File: config.mk
export PLATFORM = sky130hd
export DESIGN_NAME = csl_loader_host_flat
export DESIGN_NICKNAME = d
export VERILOG_FILES = /design/src/csl_pkg.sv /design/src/csl_link_if.sv /design/src/csl_loader_host.sv /design/src/flat_wrapper.sv
export SDC_FILE = /design/constraint.sdc
export NUM_CORES = 1
export LEC_CHECK = 0
export ABC_AREA = 1
export BUFFER_PORTS_ARGS = -buffer_cell sky130_fd_sc_hd__buf_2
export CAP_MARGIN = 10
export CORE_ASPECT_RATIO = 1.2
export CORE_MARGIN = 2
export CORE_UTILIZATION = 35
export CTS_CLUSTER_SIZE = 24
export DETAILED_ROUTE_END_ITERATION = 10
export HOLD_SLACK_MARGIN = 0.08
export SKIP_LAST_GASP = 1
export SLEW_MARGIN = 10
export SYNTH_ARGS = -nofsm -noshare
export SYNTH_HDL_FRONTEND = slang
export SYNTH_SLANG_ARGS = --single-unit
File: constraint.sdc
create_clock -name pclk -period 2.4 [get_ports pclk]
set_input_delay 0.36 -clock pclk [delete_from_list [all_inputs] [get_ports pclk]]
set_output_delay 0.36 -clock pclk [all_outputs]
set_load 0.1 [all_outputs]
File: src/csl_pkg.sv
// shared constants and types for the crosspoint switch loader
package csl_pkg;
	// matrix variants and serial word lengths
	localparam int CSL_N_8X8 = 8;
	localparam int CSL_N_6X6 = 6;
	localparam int CSL_N_4X4 = 4;
	localparam int CSL_BITS_WIDE = 64;
	localparam int CSL_BITS_4X4 = 16;
	localparam int CSL_LAYOUT_WIDE = 8;
	localparam int CSL_LAYOUT_4X4 = 4;
	// switches that do not exist on the 6x6 part, bit n-1 for switch n
	localparam logic [63:0] CSL_FORCED_LOW_6X6 = 64'h0c0c_0c0c_ffff_0c0c;
	// power save: first_path_switch is 1, second path is layout + 2
	localparam int CSL_PS_FIRST = 1;
	localparam int CSL_PS_SECOND_OFS = 2;
	// synchroniser lanes of the device
	localparam int CSL_SYNC_W = 4;
	localparam int CSL_PIN_CLK = 0;
	localparam int CSL_PIN_DATA = 1;
	localparam int CSL_PIN_LATCH = 2;
	localparam int CSL_PIN_PS = 3;
	// timing: shift clock at most 1 MHz with 50 % duty
	localparam int CSL_PCLK_NS = 8;
	localparam int CSL_SCLK_HALF_NS = 500;
	localparam int CSL_SETUP_NS = 100;
	localparam int CSL_HOLD_NS = 100;
	localparam int CSL_TCL_NS = 100;
	localparam int CSL_LATCH_W_NS = 100;
	localparam int CSL_SCLK_HALF_CYC =
		(CSL_SCLK_HALF_NS + CSL_PCLK_NS - 1) / CSL_PCLK_NS;
	localparam int CSL_SETUP_CYC =
		(CSL_SETUP_NS + CSL_PCLK_NS - 1) / CSL_PCLK_NS;
	localparam int CSL_HOLD_CYC =
		(CSL_HOLD_NS + CSL_PCLK_NS - 1) / CSL_PCLK_NS;
	localparam int CSL_TCL_CYC = (CSL_TCL_NS + CSL_PCLK_NS - 1) / CSL_PCLK_NS;
	localparam int CSL_LATCH_W_CYC =
		(CSL_LATCH_W_NS + CSL_PCLK_NS - 1) / CSL_PCLK_NS;
	localparam int CSL_TIMER_W = 8;
	// host register map over apb
	localparam int CSL_APB_AW = 12;
	localparam logic [11:0] CSL_REG_CTRL = 12'h000;
	localparam logic [11:0] CSL_REG_STATUS = 12'h004;
	localparam logic [11:0] CSL_REG_SET_LO = 12'h008;
	localparam logic [11:0] CSL_REG_SET_HI = 12'h00c;
	localparam logic [11:0] CSL_REG_RB_LO = 12'h010;
	localparam logic [11:0] CSL_REG_RB_HI = 12'h014;
	localparam int CSL_CTRL_START_BIT = 0;
	localparam int CSL_CTRL_PS_BIT = 1;
	localparam int CSL_STAT_BUSY_BIT = 0;
	localparam int CSL_STAT_DONE_BIT = 1;
	localparam int CSL_STAT_PS_BIT = 2;
	typedef enum logic [2:0] {
		CSL_H_IDLE = 3'b000,
		CSL_H_BIT_LO = 3'b001,
		CSL_H_BIT_HI = 3'b010,
		CSL_H_GAP = 3'b011,
		CSL_H_PULSE = 3'b100
	} csl_host_state_t;
endpackage

File: src/csl_link_if.sv
// serial link pins between loader host and crosspoint device
`timescale 1ns/1ps
interface csl_link_if;
	logic shift_clk;
	logic serial_data;
	logic latch_en;
	logic power_save_pin;
	logic cascade_serial_out;
	modport dev (
		input shift_clk,
		input serial_data,
		input latch_en,
		input power_save_pin,
		output cascade_serial_out
	);
	modport host (
		output shift_clk,
		output serial_data,
		output latch_en,
		output power_save_pin,
		input cascade_serial_out
	);
endinterface

File: src/csl_loader_host.sv
// loader host end: apb registers in, serial load sequence out
`timescale 1ns/1ps
module csl_loader_host #(
	parameter int MATRIX_N = csl_pkg::CSL_N_8X8,
	parameter int LEN = (MATRIX_N == csl_pkg::CSL_N_4X4) ?
		csl_pkg::CSL_BITS_4X4 : csl_pkg::CSL_BITS_WIDE
) (
	input logic pclk,
	input logic presetn,
	input logic psel,
	input logic penable,
	input logic pwrite,
	input logic [csl_pkg::CSL_APB_AW-1:0] paddr,
	input logic [31:0] pwdata,
	output logic [31:0] prdata,
	output logic pready,
	output logic pslverr,
	csl_link_if.host link
);
	import csl_pkg::*;

	localparam logic [LEN-1:0] FORCED = (MATRIX_N == CSL_N_6X6) ?
		LEN'(CSL_FORCED_LOW_6X6) : '0;
	localparam logic [CSL_TIMER_W-1:0] HALF_LD =
		CSL_TIMER_W'(CSL_SCLK_HALF_CYC - 1);
	localparam logic [CSL_TIMER_W-1:0] TCL_LD = CSL_TIMER_W'(CSL_TCL_CYC - 1);
	localparam logic [CSL_TIMER_W-1:0] LATCH_LD =
		CSL_TIMER_W'(CSL_LATCH_W_CYC - 1);

	if (LEN != ((MATRIX_N == CSL_N_4X4) ? CSL_BITS_4X4 :
		CSL_BITS_WIDE)) begin : g_bad_bits
		$error("register length does not match matrix size");
	end
	// data changes with the falling clock, so half a period covers both
	if (CSL_SCLK_HALF_CYC < CSL_SETUP_CYC || CSL_SCLK_HALF_CYC < CSL_HOLD_CYC ||
		CSL_SCLK_HALF_CYC >= (1 << CSL_TIMER_W)) begin : g_bad_timing
		$error("shift clock half period does not fit the timing");
	end

	typedef struct packed {
		csl_host_state_t state;
		logic [CSL_TIMER_W-1:0] timer;
		logic [6:0] bits;
		logic [LEN-1:0] tx;
		logic [LEN-1:0] rb_shift;
		logic [CSL_BITS_WIDE-1:0] rb;
		logic [CSL_BITS_WIDE-1:0] setting;
		logic pending;
		logic done;
		logic ps;
		logic sclk;
		logic sdata;
		logic latch;
		logic meta_so;
		logic sync_so;
		logic [31:0] prdata;
	} csl_host_st_t;

	// a full load is queued out of reset: the part powers up undefined
	localparam csl_host_st_t RST = '{state: CSL_H_IDLE, pending: 1'b1,
		default: '0};

	csl_host_st_t st_ff;
	csl_host_st_t nxt_st;
	logic acc;
	logic mapped;

	assign acc = psel & penable;
	assign mapped = (paddr == CSL_REG_CTRL) || (paddr == CSL_REG_STATUS) ||
		(paddr == CSL_REG_SET_LO) || (paddr == CSL_REG_SET_HI) ||
		(paddr == CSL_REG_RB_LO) || (paddr == CSL_REG_RB_HI);
	assign pready = 1'b1;
	assign pslverr = acc & ~mapped;

	always_comb begin
		nxt_st = st_ff;
		nxt_st.meta_so = link.cascade_serial_out;
		nxt_st.sync_so = st_ff.meta_so;
		// done clear first so a same-cycle completion still sets it
		if (acc && pwrite && paddr == CSL_REG_STATUS &&
			pwdata[CSL_STAT_DONE_BIT]) begin
			nxt_st.done = 1'b0;
		end
		case (st_ff.state)
			CSL_H_IDLE: begin
				if (st_ff.pending) begin
					nxt_st.pending = 1'b0;
					nxt_st.tx = st_ff.setting[LEN-1:0] & ~FORCED;
					nxt_st.sdata = st_ff.setting[LEN-1] & ~FORCED[LEN-1];
					nxt_st.bits = '0;
					nxt_st.timer = HALF_LD;
					nxt_st.state = CSL_H_BIT_LO;
				end
			end
			CSL_H_BIT_LO: begin
				if (st_ff.timer == '0) begin
					nxt_st.sclk = 1'b1;
					nxt_st.rb_shift = {st_ff.rb_shift[LEN-2:0], st_ff.sync_so};
					nxt_st.timer = HALF_LD;
					nxt_st.state = CSL_H_BIT_HI;
				end else begin
					nxt_st.timer = CSL_TIMER_W'(st_ff.timer - 1'b1);
				end
			end
			CSL_H_BIT_HI: begin
				if (st_ff.timer == '0) begin
					nxt_st.sclk = 1'b0;
					nxt_st.bits = 7'(st_ff.bits + 1'b1);
					nxt_st.tx = {st_ff.tx[LEN-2:0], 1'b0};
					if (st_ff.bits == 7'(LEN - 1)) begin
						nxt_st.timer = TCL_LD;
						nxt_st.state = CSL_H_GAP;
					end else begin
						nxt_st.sdata = st_ff.tx[LEN-2];
						nxt_st.timer = HALF_LD;
						nxt_st.state = CSL_H_BIT_LO;
					end
				end else begin
					nxt_st.timer = CSL_TIMER_W'(st_ff.timer - 1'b1);
				end
			end
			CSL_H_GAP: begin
				if (st_ff.timer == '0) begin
					nxt_st.latch = 1'b1;
					nxt_st.timer = LATCH_LD;
					nxt_st.state = CSL_H_PULSE;
				end else begin
					nxt_st.timer = CSL_TIMER_W'(st_ff.timer - 1'b1);
				end
			end
			CSL_H_PULSE: begin
				// the clock stays low for the whole pulse
				if (st_ff.timer == '0) begin
					nxt_st.latch = 1'b0;
					nxt_st.done = 1'b1;
					nxt_st.rb = CSL_BITS_WIDE'(st_ff.rb_shift);
					nxt_st.state = CSL_H_IDLE;
				end else begin
					nxt_st.timer = CSL_TIMER_W'(st_ff.timer - 1'b1);
				end
			end
			default: begin
				nxt_st.state = CSL_H_IDLE;
			end
		endcase
		// register writes after the fsm so a start request always sticks
		if (acc && pwrite) begin
			case (paddr)
				CSL_REG_CTRL: begin
					if (pwdata[CSL_CTRL_START_BIT]) begin
						nxt_st.pending = 1'b1;
					end
					nxt_st.ps = pwdata[CSL_CTRL_PS_BIT];
				end
				CSL_REG_SET_LO: nxt_st.setting[31:0] = pwdata;
				CSL_REG_SET_HI: nxt_st.setting[63:32] = pwdata;
				default: begin
				end
			endcase
		end
		// read data is fetched in the setup cycle, ready by the access edge
		if (psel && !penable) begin
			case (paddr)
				CSL_REG_CTRL: nxt_st.prdata = {30'h0000_0000, st_ff.ps, 1'b0};
				CSL_REG_STATUS: nxt_st.prdata = {29'h0000_0000, st_ff.ps,
					st_ff.done, (st_ff.state != CSL_H_IDLE) | st_ff.pending};
				CSL_REG_SET_LO: nxt_st.prdata = st_ff.setting[31:0];
				CSL_REG_SET_HI: nxt_st.prdata = st_ff.setting[63:32];
				CSL_REG_RB_LO: nxt_st.prdata = st_ff.rb[31:0];
				CSL_REG_RB_HI: nxt_st.prdata = st_ff.rb[63:32];
				default: nxt_st.prdata = 32'h0000_0000;
			endcase
		end
	end

	always_ff @(posedge pclk or negedge presetn) begin
		if (!presetn) begin
			st_ff <= RST;
		end else begin
			st_ff <= nxt_st;
		end
	end

	assign prdata = st_ff.prdata;
	assign link.shift_clk = st_ff.sclk;
	assign link.serial_data = st_ff.sdata;
	assign link.latch_en = st_ff.latch;
	assign link.power_save_pin = st_ff.ps;
endmodule // csl_loader_host

File: src/flat_wrapper.sv
// flat-port wrapper written by rule: the top's interface ports become plain ports
module csl_loader_host_flat import csl_pkg::*;
#(
	parameter int MATRIX_N = csl_pkg::CSL_N_8X8,
	parameter int LEN = (MATRIX_N == csl_pkg::CSL_N_4X4) ?
		csl_pkg::CSL_BITS_4X4 : csl_pkg::CSL_BITS_WIDE
)
  (pclk, presetn, psel, penable, pwrite, paddr, pwdata, prdata, pready, pslverr, link_shift_clk, link_serial_data, link_latch_en, link_power_save_pin, link_cascade_serial_out);
  csl_link_if link_i ();
  input logic pclk;
  input logic presetn;
  input logic psel;
  input logic penable;
  input logic pwrite;
  input logic [csl_pkg::CSL_APB_AW-1:0] paddr;
  input logic [31:0] pwdata;
  output logic [31:0] prdata;
  output logic pready;
  output logic pslverr;
  output wire logic [$bits(link_i.shift_clk)-1:0] link_shift_clk;
  output wire logic [$bits(link_i.serial_data)-1:0] link_serial_data;
  output wire logic [$bits(link_i.latch_en)-1:0] link_latch_en;
  output wire logic [$bits(link_i.power_save_pin)-1:0] link_power_save_pin;
  input wire logic [$bits(link_i.cascade_serial_out)-1:0] link_cascade_serial_out;
  assign link_shift_clk = link_i.shift_clk;
  assign link_serial_data = link_i.serial_data;
  assign link_latch_en = link_i.latch_en;
  assign link_power_save_pin = link_i.power_save_pin;
  assign link_i.cascade_serial_out = link_cascade_serial_out;
  csl_loader_host #(.MATRIX_N(MATRIX_N), .LEN(LEN)) u_core (.pclk(pclk), .presetn(presetn), .psel(psel), .penable(penable), .pwrite(pwrite), .paddr(paddr), .pwdata(pwdata), .prdata(prdata), .pready(pready), .pslverr(pslverr), .link(link_i));
endmodule
==> results.md, run 1 <==
* Status: complete, no violations
* Total grt overflow at 0
* Sw Share at 0.221
* DR pass1 iterations at 5
* Width of the die at between 150 and 200 microns
* Most used cell, CP: nor2_4
* Max Buffers Root-to-Sink at 3
* Crit-path cells: inv_1, ha_1, nand2_2, nor2_4, nor2_4, nor2_8, buf_12, o211ai_1, o21ai_1
* DR WL/cell at ~15 microns
* Clk Latency, worst-skew pair at 590 ps
* Fmax at 501 MHz
* Top-count cell post-synth: nand2_1
* Setup CP Type: reg2reg
* Area Overhead vs Synth at 14.7%
* Die ar. at 42600 sq um
* Register share of total power at 0.485
* Max-Cap Viols at 0
* Sequential share of the synthesized area at 0.547
* Syn. warnings at 0
* CTS tree: built
* Synth area leaders: dfrtp_1, nand2_1, inv_1, o21ai_0, nand3_1
* Initial Util at 0.353
* Syn_nets at between 1500 and 2000
* CTS H-tree depth at 1
* Core area at approximately 41000 sq um
* Die height at 226 microns
* Post-synth EDFFs at 0
* WP data arrival at 2500 ps
* Port Buffers at 86
* CTS resizes at 0
* Total GRT Usage at 0.165
* Comb pwr share at 0.030
* Delay-heaviest family, CP: simple AND/OR/NAND/NOR gates
* DRC at 0
* Commonest cells in the netlist: nand2_1, dfrtp_1, inv_1, o21ai_0, nand3_1
* RD Place Congestion at ~0.85
* RSZ-0062 raised after global routing: false
* Clock Sink Count at 313
* Internal at between 8 and 9 mW
* Largest net degree at the start of global routing at ~120
* Share of layout cells above drive strength 1 at 0.128
* Setup WS pre-CTS at 417 ps
* IO Count at 88
* Ys flop type: dfrtp_1
* Max_slew headroom at 0.572
* First-pass GRT wire length at 57.4 mm
* Final nets at 1758
* Total power divided by cell area at 664 nW/um^2
* Worst Slack Setup Final at roughly 400 ps
* Vias per inst at 4.88
* Final setup viols at 0
* Tmin final at about 2000 ps
* Mapped Cells at 1667
* Hold Crit Class: in2reg
* CP endpoint kind: register
* Reg clk slew, reported paths at 70 ps
* Clock network fraction of total power at 0.485
* CP startpoint kind: register
* WP data required at 2910 ps
* Hold Buf Count CTS at 23
* Initial antenna violation count at 0
* Fin crit share at 0.832
* Root Buffer Master: clkbuf_16
* Clk_skew at 21.1 ps
* Leak Pwr at 7.50 nW
* Worst VDD drop at 0.000553 V
* Row Count at 81
* Share of the synthesized area in the top cell type at 0.545
* Yosys cell types at 42
* Number of global-route vias before repair at 10940
* Worst Path Buf+Inv at 2
* Worst stage delay on the critical path at roughly 380 ps
* Ant. Diodes at 0
* Fin. Hold Viols at 0
* Switching pwr at 2.41 mW
* Slowest stage cell, crit path: dfrtp_1
* Setup tns final at 0 ps
* Tightest Pin Transition at 642 ps
* Post-synthesis async set-or-reset flop share at 1.00
* Post-DRT Antenna Nets at 0
* DRT iter0 DRCs at 804
* Post-Synthesis Cell Area at 14300 sq um
* Synth area leader: dfrtp_1
* Total wire length at 34.4 mm
* Vias after detailed routing at 11084
* Post-CTS setup buffers at 0
* CTS Buf Count at 31
* Post-detail-place hpwl at 23.0 mm
* Final Max Slew Viols at 0
* Yosys reg bits at 313
* Crit-path max FO at 47
* Syn Area/Cell at 8.59 sq um
tightest hold or removal path, cell delays in order:
cell	delay, ps
buf_2	90
inv_1	80
o21ai_0	90
area by class of cell:
cell class | instances | area (sq um)
fill | 4039 | 24100
sequential | 313 | 7830
multi-input combinational | 1024 | 5020
timing repair buffer | 137 | 1040
clock buffer | 41 | 883
inverter | 199 | 751
tap | 539 | 674
clock inverter | 16 | 223
routing by layer:
layer  GRT usage  wire length [microns]  vias up
li1            -                      -     5459
met1       0.230                  16200     5361
met2       0.264                  15700      203
met3      0.0171                   1350       61
met4      0.0648                   1160        0
met5           0                      0        -
sequential cells by signal, indices dropped and copies added (netlist names):
register,flops
u_core.link.shift_clk,1
u_core.nxt_st,1
u_core.link.serial_data,1
u_core.st_ff,276
u_core.link.power_save_pin,1
u_core.link.latch_en,1
u_core.prdata,32
placed cells by master (no fill, tap or decap), types with 3 or more instances in the layout:
cell	instances
nand4_1	33
dlygate4sd3_1	23
nand4_2	3
clkbuf_8	7
buf_12	13
nor2_2	6
o211ai_2	17
a21oi_1	9
nand3_1	141
o21ai_1	123
clkbuf_1	3
o211ai_1	45
buf_4	15
nor2_4	5
o21ai_0	143
nand2_2	4
o21ai_2	6
bufinv_16	5
buf_2	85
clkbuf_16	31
nand2_1	423
nand2_4	3
dfrtp_1	312
inv_1	193
clkinv_2	7
nor2_1	43
inv_2	4
power by group through the flow:
| stage | sequential [mW] | combinational (mW) | clock, mW |
|---|---|---|---|
| global route | 5.28 | 0.373 | 5.60 |
| CTS | 5.28 | 0.339 | 5.39 |
| detailed placement | 5.38 | 0.309 | 0 |
| global placement | 5.38 | 0.308 | 0 |
| floorplan | 5.38 | 0.0957 | 0 |
| finish | 5.28 | 0.329 | 5.29 |
path summary, 6_finish.rpt:
| check | slack, ps | cells after the start | endpoint | start |
|---|---|---|---|---|
| setup reg to reg | 400 | 9 | u_core.st_ff[286] | u_core.st_ff[303] |
| setup / recovery | 400 | 9 | u_core.st_ff[286] | u_core.st_ff[303] |
| hold reg to reg | 350 | 0 | u_core.st_ff[32] | u_core.nxt_st[32] |
| min in group asynchronous | 370 | 2 | u_core.st_ff[281] | presetn |
| max in group asynchronous | 1290 | 3 | u_core.st_ff[285] | presetn |
| hold / removal | 100 | 3 | u_core.st_ff[80] | pwdata[8] |
cells by family (layout without fill, tap and decap cells):
logic type | Yosys count | in the layout | synth area share
xor+xnor | 3 | 3 | 0.00183
buf+inv | 330 | 393 | 0.105
simple gates | 668 | 668 | 0.202
flops | 313 | 313 | 0.547
mux | 1 | 1 | 0.000786
other cells | 1 | 1 | 0.000262
fa+ha+maj | 2 | 2 | 0.00175
compound gates | 349 | 349 | 0.141
per-stage QoR:
step / hold slack (ps) / instance area, sq um / instances / util / power, mW
floorplan: 64.4 / 14300 / 1667 / - / 5.48
global placement: 336 / 15100 / 2189 / 0.372 / 5.69
detailed placement: 339 / 15100 / 2189 / 0.372 / 5.69
CTS: 82.0 / 16400 / 2269 / 0.405 / 11.0
global route: 114 / 16400 / 2269 / 0.405 / 11.2
finish: 101 / 16400 / 2269 / 0.405 / 10.9
Note: power is estimated with default switching activity, not from simulation.
==> inputs of run 2 (changes only) <==
==> constraint.sdc (replaced) <==
create_clock -name pclk -period 1.93 [get_ports pclk]
set_input_delay 0.2895 -clock pclk [delete_from_list [all_inputs] [get_ports pclk]]
set_output_delay 0.2895 -clock pclk [all_outputs]
set_load 0.1 [all_outputs]
==> run 2 against run 1 <==
Effect of this change: register-to-register slack got worse by 310 ps; via count increased by 0.38%; worst setup slack worse by 310 ps; die area is the same; non-clock buffer count rose by 31; wire length down 0.33%.
==> results.md, run 2 (synthesis results as in run 1) <==
* # placed instances at 2205 (was 2189)
* Initial Util at 0.353 (unchanged)
* Final nets at 1789 (was 1758)
* DRT iter0 DRCs at 850 (was 804)
* Clk Latency, worst-skew pair at 560 ps (was 590 ps)
* Status: complete, no violations (unchanged)
* Reg2reg setup slack at 90 ps (was 400 ps)
* Crit-path max FO at 70 (was 47)
* Fin crit share at 0.953 (was 0.832)
* Final setup viols at 0 (unchanged)
* Reg clk slew, reported paths at 60 ps (was 70 ps)
* Filler cell count at 3977 (was 4039)
* Vias after detailed routing at 11126 (was 11084)
* Biggest register: u_core.st_ff (unchanged)
* Core area at 40500 sq um (unchanged)
* Initial antenna violation count at 0 (unchanged)
* RD Place Congestion at 0.845 (was 0.846)
* CTS H-tree depth at 1 (unchanged)
* Fmax at 544 MHz (was 501 MHz)
* Commonest non-fill, non-tap cell in the layout: nand2_1 (unchanged)
* Fin. Hold Viols at 0 (unchanged)
* Setup CP Type: reg2reg (unchanged)
* Tightest Pin Transition at 523 ps (was 642 ps)
* Multi-input gate area at 5050 sq um (was 5020 sq um)
* CTS tree: built (unchanged)
* Leak Pwr at 7.64 nW (was 7.50 nW)
* Largest net degree at the start of global routing at 99 (was 121)
* Area Overhead vs Synth at 16.8% (was 14.7%)
* Most frequent cells in the layout: nand2_1, dfrtp_1, inv_1, o21ai_0, nand3_1 (unchanged)
* DR WL met2 at 15.7 mm (about the same)
* Max Buffers Root-to-Sink at 3 (unchanged)
* Largest register FFs at 276 (unchanged)
* Share of layout cells above drive strength 1 at 0.134 (was 0.128)
* RSZ-0062 raised after global routing: true (was false)
* Met1 WL at 16.1 mm (was 16.2 mm)
* Ant. Diodes at 0 (unchanged)
* DR WL/cell at 14.9 microns (was 15.1 microns)
* Clk_skew at 7.72 ps (was 21.1 ps)
* WP data required at 2410 ps (was 2910 ps)
* Tmin final at 1840 ps (was 2000 ps)
* DRC at 0 (unchanged)
* Number of global-route vias before repair at 10886 (was 10940)
* WP data arrival at 2320 ps (was 2500 ps)
* CP startpoint kind: register (unchanged)
* Finished Layout Cells at 2296 (was 2269)
* WL met3 at 1.17 mm (was 1.35 mm)
* Row Count at 81 (unchanged)
* CTS Buf Count at 31 (unchanged)
* Vias per inst at 4.85 (was 4.88)
* CP endpoint kind: register (unchanged)
* Total grt overflow at 0 (unchanged)
* IO Count at 88 (unchanged)
* Layout Utilization at 0.413 (was 0.405)
* Max_slew headroom at 0.651 (was 0.572)
* DR pass1 iterations at 5 (unchanged)
* Total wire length at 34.3 mm (was 34.4 mm)
* Clock Sink Count at 313 (unchanged)
* Final Max Slew Viols at 0 (unchanged)
* Width of the die at 189 microns (unchanged)
* FF+latch area at 7830 sq um (unchanged)
* Total GRT Usage at 0.159 (was 0.165)
* Post-CTS setup buffers at 0 (unchanged)
* Die ar. at 42600 sq um (unchanged)
* Top sig layer: met4 (unchanged)
* Worst VDD drop at 0.000640 V (was 0.000553 V)
* Max-Cap Viols at 0 (unchanged)
* Die height at 226 microns (unchanged)
* First-pass GRT wire length at 55.7 mm (was 57.4 mm)
* Total power divided by cell area at 784 nW/um^2 (was 664 nW/um^2)
* Port Buffers at 86 (unchanged)
* Root Buffer Master: clkbuf_16 (unchanged)
* Post-detail-place hpwl at 23.3 mm (was 23.0 mm)
* Post-DRT Antenna Nets at 0 (unchanged)
* Hold Crit Class: in2reg (unchanged)
-- run 2: final timing paths --
kind | cells past startpoint | end | startpoint
max | 9 | u_core.st_ff[249] | u_core.st_ff[303]
min | 4 | u_core.st_ff[38] | pwrite
max reg2reg | 9 | u_core.st_ff[249] | u_core.st_ff[303]
min reg2reg | 0 | u_core.st_ff[32] | u_core.nxt_st[32]
max in group asynchronous | 4 | u_core.st_ff[222] | presetn
min in group asynchronous | 2 | u_core.st_ff[198] | presetn
-- run 2: timing repair --
action | CTS | global route
gates resized for setup | 0 | 4
hold buffers | 34 | 0
setup endpoints to repair | 0 | 110
hold endpoints to repair | 332 | 0
-- run 2: cell type report --
| type | count | area share |
|---|---|---|
| well taps | 539 | 0.0403 |
| clock inverters | 10 | 0.00935 |
| flip-flops and latches | 313 | 0.468 |
| multi-input cells | 1024 | 0.302 |
| repair buffers | 168 | 0.0848 |
| inverters | 199 | 0.0449 |
| clock buffers | 43 | 0.0509 |
-- run 2: routing by layer --
metal,GRT usage,up-vias
li1,-,5516
met4,0.0645,0
met1,0.223,5364
met2,0.253,187
met3,0.0151,59
met5,0,-
-- run 2: power breakdown --
| part | switching [mW] | internal, mW | total [mW] |
|---|---|---|---|
| combinational | 0.298 | 0.145 | 0.443 |
| clock | 2.52 | 3.59 | 6.11 |
| sequential | 0.00378 | 6.57 | 6.57 |
| total | 2.82 | 10.3 | 13.1 |
-- run 2: critical path, cell delays in order, from the launching register on --
cell and delay (ps):
dfrtp_1 380, inv_1 80, ha_1 200, nand2_2 130, nor2_4 230, nor2_4 70, nor2_8 130, buf_12 270
o211ai_1 140, o21ai_1 100
-- run 2: per-stage QoR --
stage	hold slack, ps	area [sq um]	power [mW]	setup TNS, ps	setup WS [ps]
detailed placement	171	15300	7.09	0	123
floorplan	-6.09	14400	6.82	-47.1	-47.1
global route	163	16700	13.6	-1070	-49.9
global placement	172	15300	7.09	0	139
finish	131	16700	13.1	0	90.7
CTS	113	16600	13.2	0	101
==> inputs of run 3 (changes only) <==
--- a/config.mk
+++ b/config.mk
@@ -14,6 +14,7 @@
 export CTS_CLUSTER_SIZE = 24
 export DETAILED_ROUTE_END_ITERATION = 10
 export HOLD_SLACK_MARGIN = 0.08
+export PLACE_DENSITY = 0.55
 export SKIP_LAST_GASP = 1
 export SLEW_MARGIN = 10
 export SYNTH_ARGS = -nofsm -noshare
==> run 3 against run 2 <==
Effect of this change: total power rose by 1.5%; die area unchanged; clock power is 3% higher; non-clock buffer count rose by 1; final area up 0.64%; via count up 0.82%; clock skew grew 18 ps.
==> results.md, run 3 (synthesis results as in run 1) <==
* Clock Sink Count at 313 (unchanged)
* RD Place Congestion at 0.889 (was 0.845)
* Hold WS at 140 ps (was 131 ps)
* Clk_skew at 25.3 ps (was 7.72 ps)
* Hold path cells at 3 (was 4)
* IO Count at 88 (unchanged)
* Port Buffers at 86 (unchanged)
* CTS H-tree depth at 2 (was 1)
* Die height at 226 microns (unchanged)
* Fmax at 544 MHz (about the same)
* Leak Pwr at 7.69 nW (was 7.64 nW)
* CTS tree: built (unchanged)
* DR WL/cell at 15.3 microns (was 14.9 microns)
* Area Overhead vs Synth at 17.5% (was 16.8%)
* CTS Buf Count at 34 (was 31)
* Total wire length at 35.3 mm (was 34.3 mm)
* Vias after detailed routing at 11217 (was 11126)
* Vias per inst at 4.87 (was 4.85)
* Final Max Slew Viols at 0 (unchanged)
* Fin. Hold Viols at 0 (unchanged)
* DR pass1 iterations at 5 (unchanged)
* Post-detail-place hpwl at 23.9 mm (was 23.3 mm)
* Final setup viols at 0 (unchanged)
* DRT iter0 DRCs at 792 (was 850)
* Width of the die at 189 microns (unchanged)
* Setup WS pre-CTS at 125 ps (was 123 ps)
* RSZ-0062 raised after global routing: false (was true)
* Commonest non-fill, non-tap cell in the layout: nand2_1 (unchanged)
* Worst Reg2Reg Path Length in Cells at 9 (unchanged)
* Most frequent cells in the layout: nand2_1, dfrtp_1, inv_1, o21ai_0, nand3_1 (unchanged)
* Total power divided by cell area at 791 nW/um^2 (was 784 nW/um^2)
* Hold Crit Class: in2reg (unchanged)
* Worst VDD drop at 0.000447 V (was 0.000640 V)
* Max_slew headroom at 0.630 (was 0.651)
* CP endpoint kind: output pin (was register)
* Core area at 40500 sq um (unchanged)
* First-pass GRT wire length at 57.5 mm (was 55.7 mm)
* Share of layout cells above drive strength 1 at 0.139 (was 0.134)
* Worst Slack Setup Final at 91.7 ps (was 90.7 ps)
* Crit-path max FO at 5 (was 70)
* Number of global-route vias before repair at 10745 (was 10886)
* Hold endpoint: u_core.st_ff[98] (was u_core.st_ff[38])
* Post-DRT Antenna Nets at 0 (unchanged)
* WP data required at 1640 ps (was 2410 ps)
* Setup CP Type: in2out (was reg2reg)
* Row Count at 81 (unchanged)
* Reg2reg start: u_core.st_ff[309] (was u_core.st_ff[303])
* Final nets at 1793 (was 1789)
* Tmin final at 1840 ps (about the same)
* Status: complete, no violations (unchanged)
* Max-Cap Viols at 0 (unchanged)
* Clk Latency, worst-skew pair at 540 ps (was 560 ps)
* Largest net degree at the start of global routing at 125 (was 99)
* Ant. Diodes at 0 (unchanged)
* Initial antenna violation count at 0 (unchanged)
* Hold path start: pwdata[26] (was pwrite)
* CP startpoint kind: primary input (was register)
* Die ar. at 42600 sq um (unchanged)
* Largest register FFs at 276 (unchanged)
* Filler cell count at 4036 (was 3977)
* Fin crit share at 0.952 (was 0.953)
* Biggest register: u_core.st_ff (unchanged)
* Root Buffer Master: clkbuf_16 (unchanged)
* Initial Util at 0.353 (unchanged)
* Reg clk slew, reported paths at 60 ps (about the same)
* Total GRT Usage at 0.167 (was 0.159)
* Reg2reg setup slack at 150 ps (was 90 ps)
* Total grt overflow at 0 (unchanged)
* Reg2reg end: u_core.st_ff[284] (was u_core.st_ff[249])
* WP data arrival at 1550 ps (was 2320 ps)
* Tightest Pin Transition at 556 ps (was 523 ps)
* DRC at 0 (unchanged)
* Max Buffers Root-to-Sink at 3 (unchanged)
-- run 3: cell count changes in the layout (fill, tap and decap cells not counted), moves of 2 or more --
cell           change
buf_12             +8
buf_16             -2
buf_6              -2
bufinv_16          -3
clkbuf_16          +2
clkbuf_8           +3
clkinv_2           +2
dlygate4sd3_1      -2
inv_6              +2
-- run 3: layer usage --
layer	part of all wire	global-route usage
met5	0	0
met2	0.46	0.261
met4	0.026	0.0565
met1	0.48	0.238
met3	0.037	0.0249
-- run 3: worst max-delay path by stage --
stage	depth (start not counted)	end	slack, ps	from
2_1_floorplan	8	pslverr	-50	paddr[9]
3_3_place_gp	9	u_core.prdata[24]	100	paddr[1]
3_5_place_dp	9	u_core.st_ff[123]	120	u_core.st_ff[303]
4_1_cts	9	u_core.st_ff[301]	110	u_core.st_ff[303]
5_1_grt	10	u_core.st_ff[278]	10	u_core.st_ff[303]
6_report	9	pslverr	90	paddr[2]
-- run 3: critical path: stages --
cell	delay, ps
buf_2	130
nand2_1	60
inv_1	40
nand2_1	70
nor2_2	40
o21ai_1	140
nand3_1	140
nor3_4	180
buf_2	440
-- run 3: area by class of cell --
cell class | count | area [sq um] | share of cell area
clock buffer | 50 | 971 | 0.0577
inverter | 199 | 751 | 0.0446
sequential | 313 | 7830 | 0.465
multi-input combinational | 1024 | 5050 | 0.300
tap | 539 | 674 | 0.0401
timing repair buffer | 169 | 1450 | 0.0863
clock inverter | 11 | 103 | 0.00609
-- run 3: repair_timing --
action                                  4_1_cts  5_1_grt
hold buffers                                 32        0
endpoints found under the setup margin        0       74
hold endpoints to repair                    105        0
gates resized for setup                       0        2
setup buffers                                 0        4
-- run 3: power by group --
group | switching, mW | internal [mW]
clock | 2.66 | 3.65
sequential | 0.00457 | 6.57
combinational | 0.299 | 0.135
total | 2.96 | 10.4
-- run 3: per-stage QoR --
stage          setup TNS, ps  utilization  cells  cell area [sq um]  power, mW
2_1_floorplan          -47.1            -   1667              14400       6.82
3_3_place_gp               0        0.378   2206              15300       7.09
3_5_place_dp               0        0.378   2206              15300       7.09
4_1_cts                    0        0.413   2299              16700       13.5
5_1_grt                    0        0.415   2305              16800       13.8
6_report                   0        0.415   2305              16800       13.3
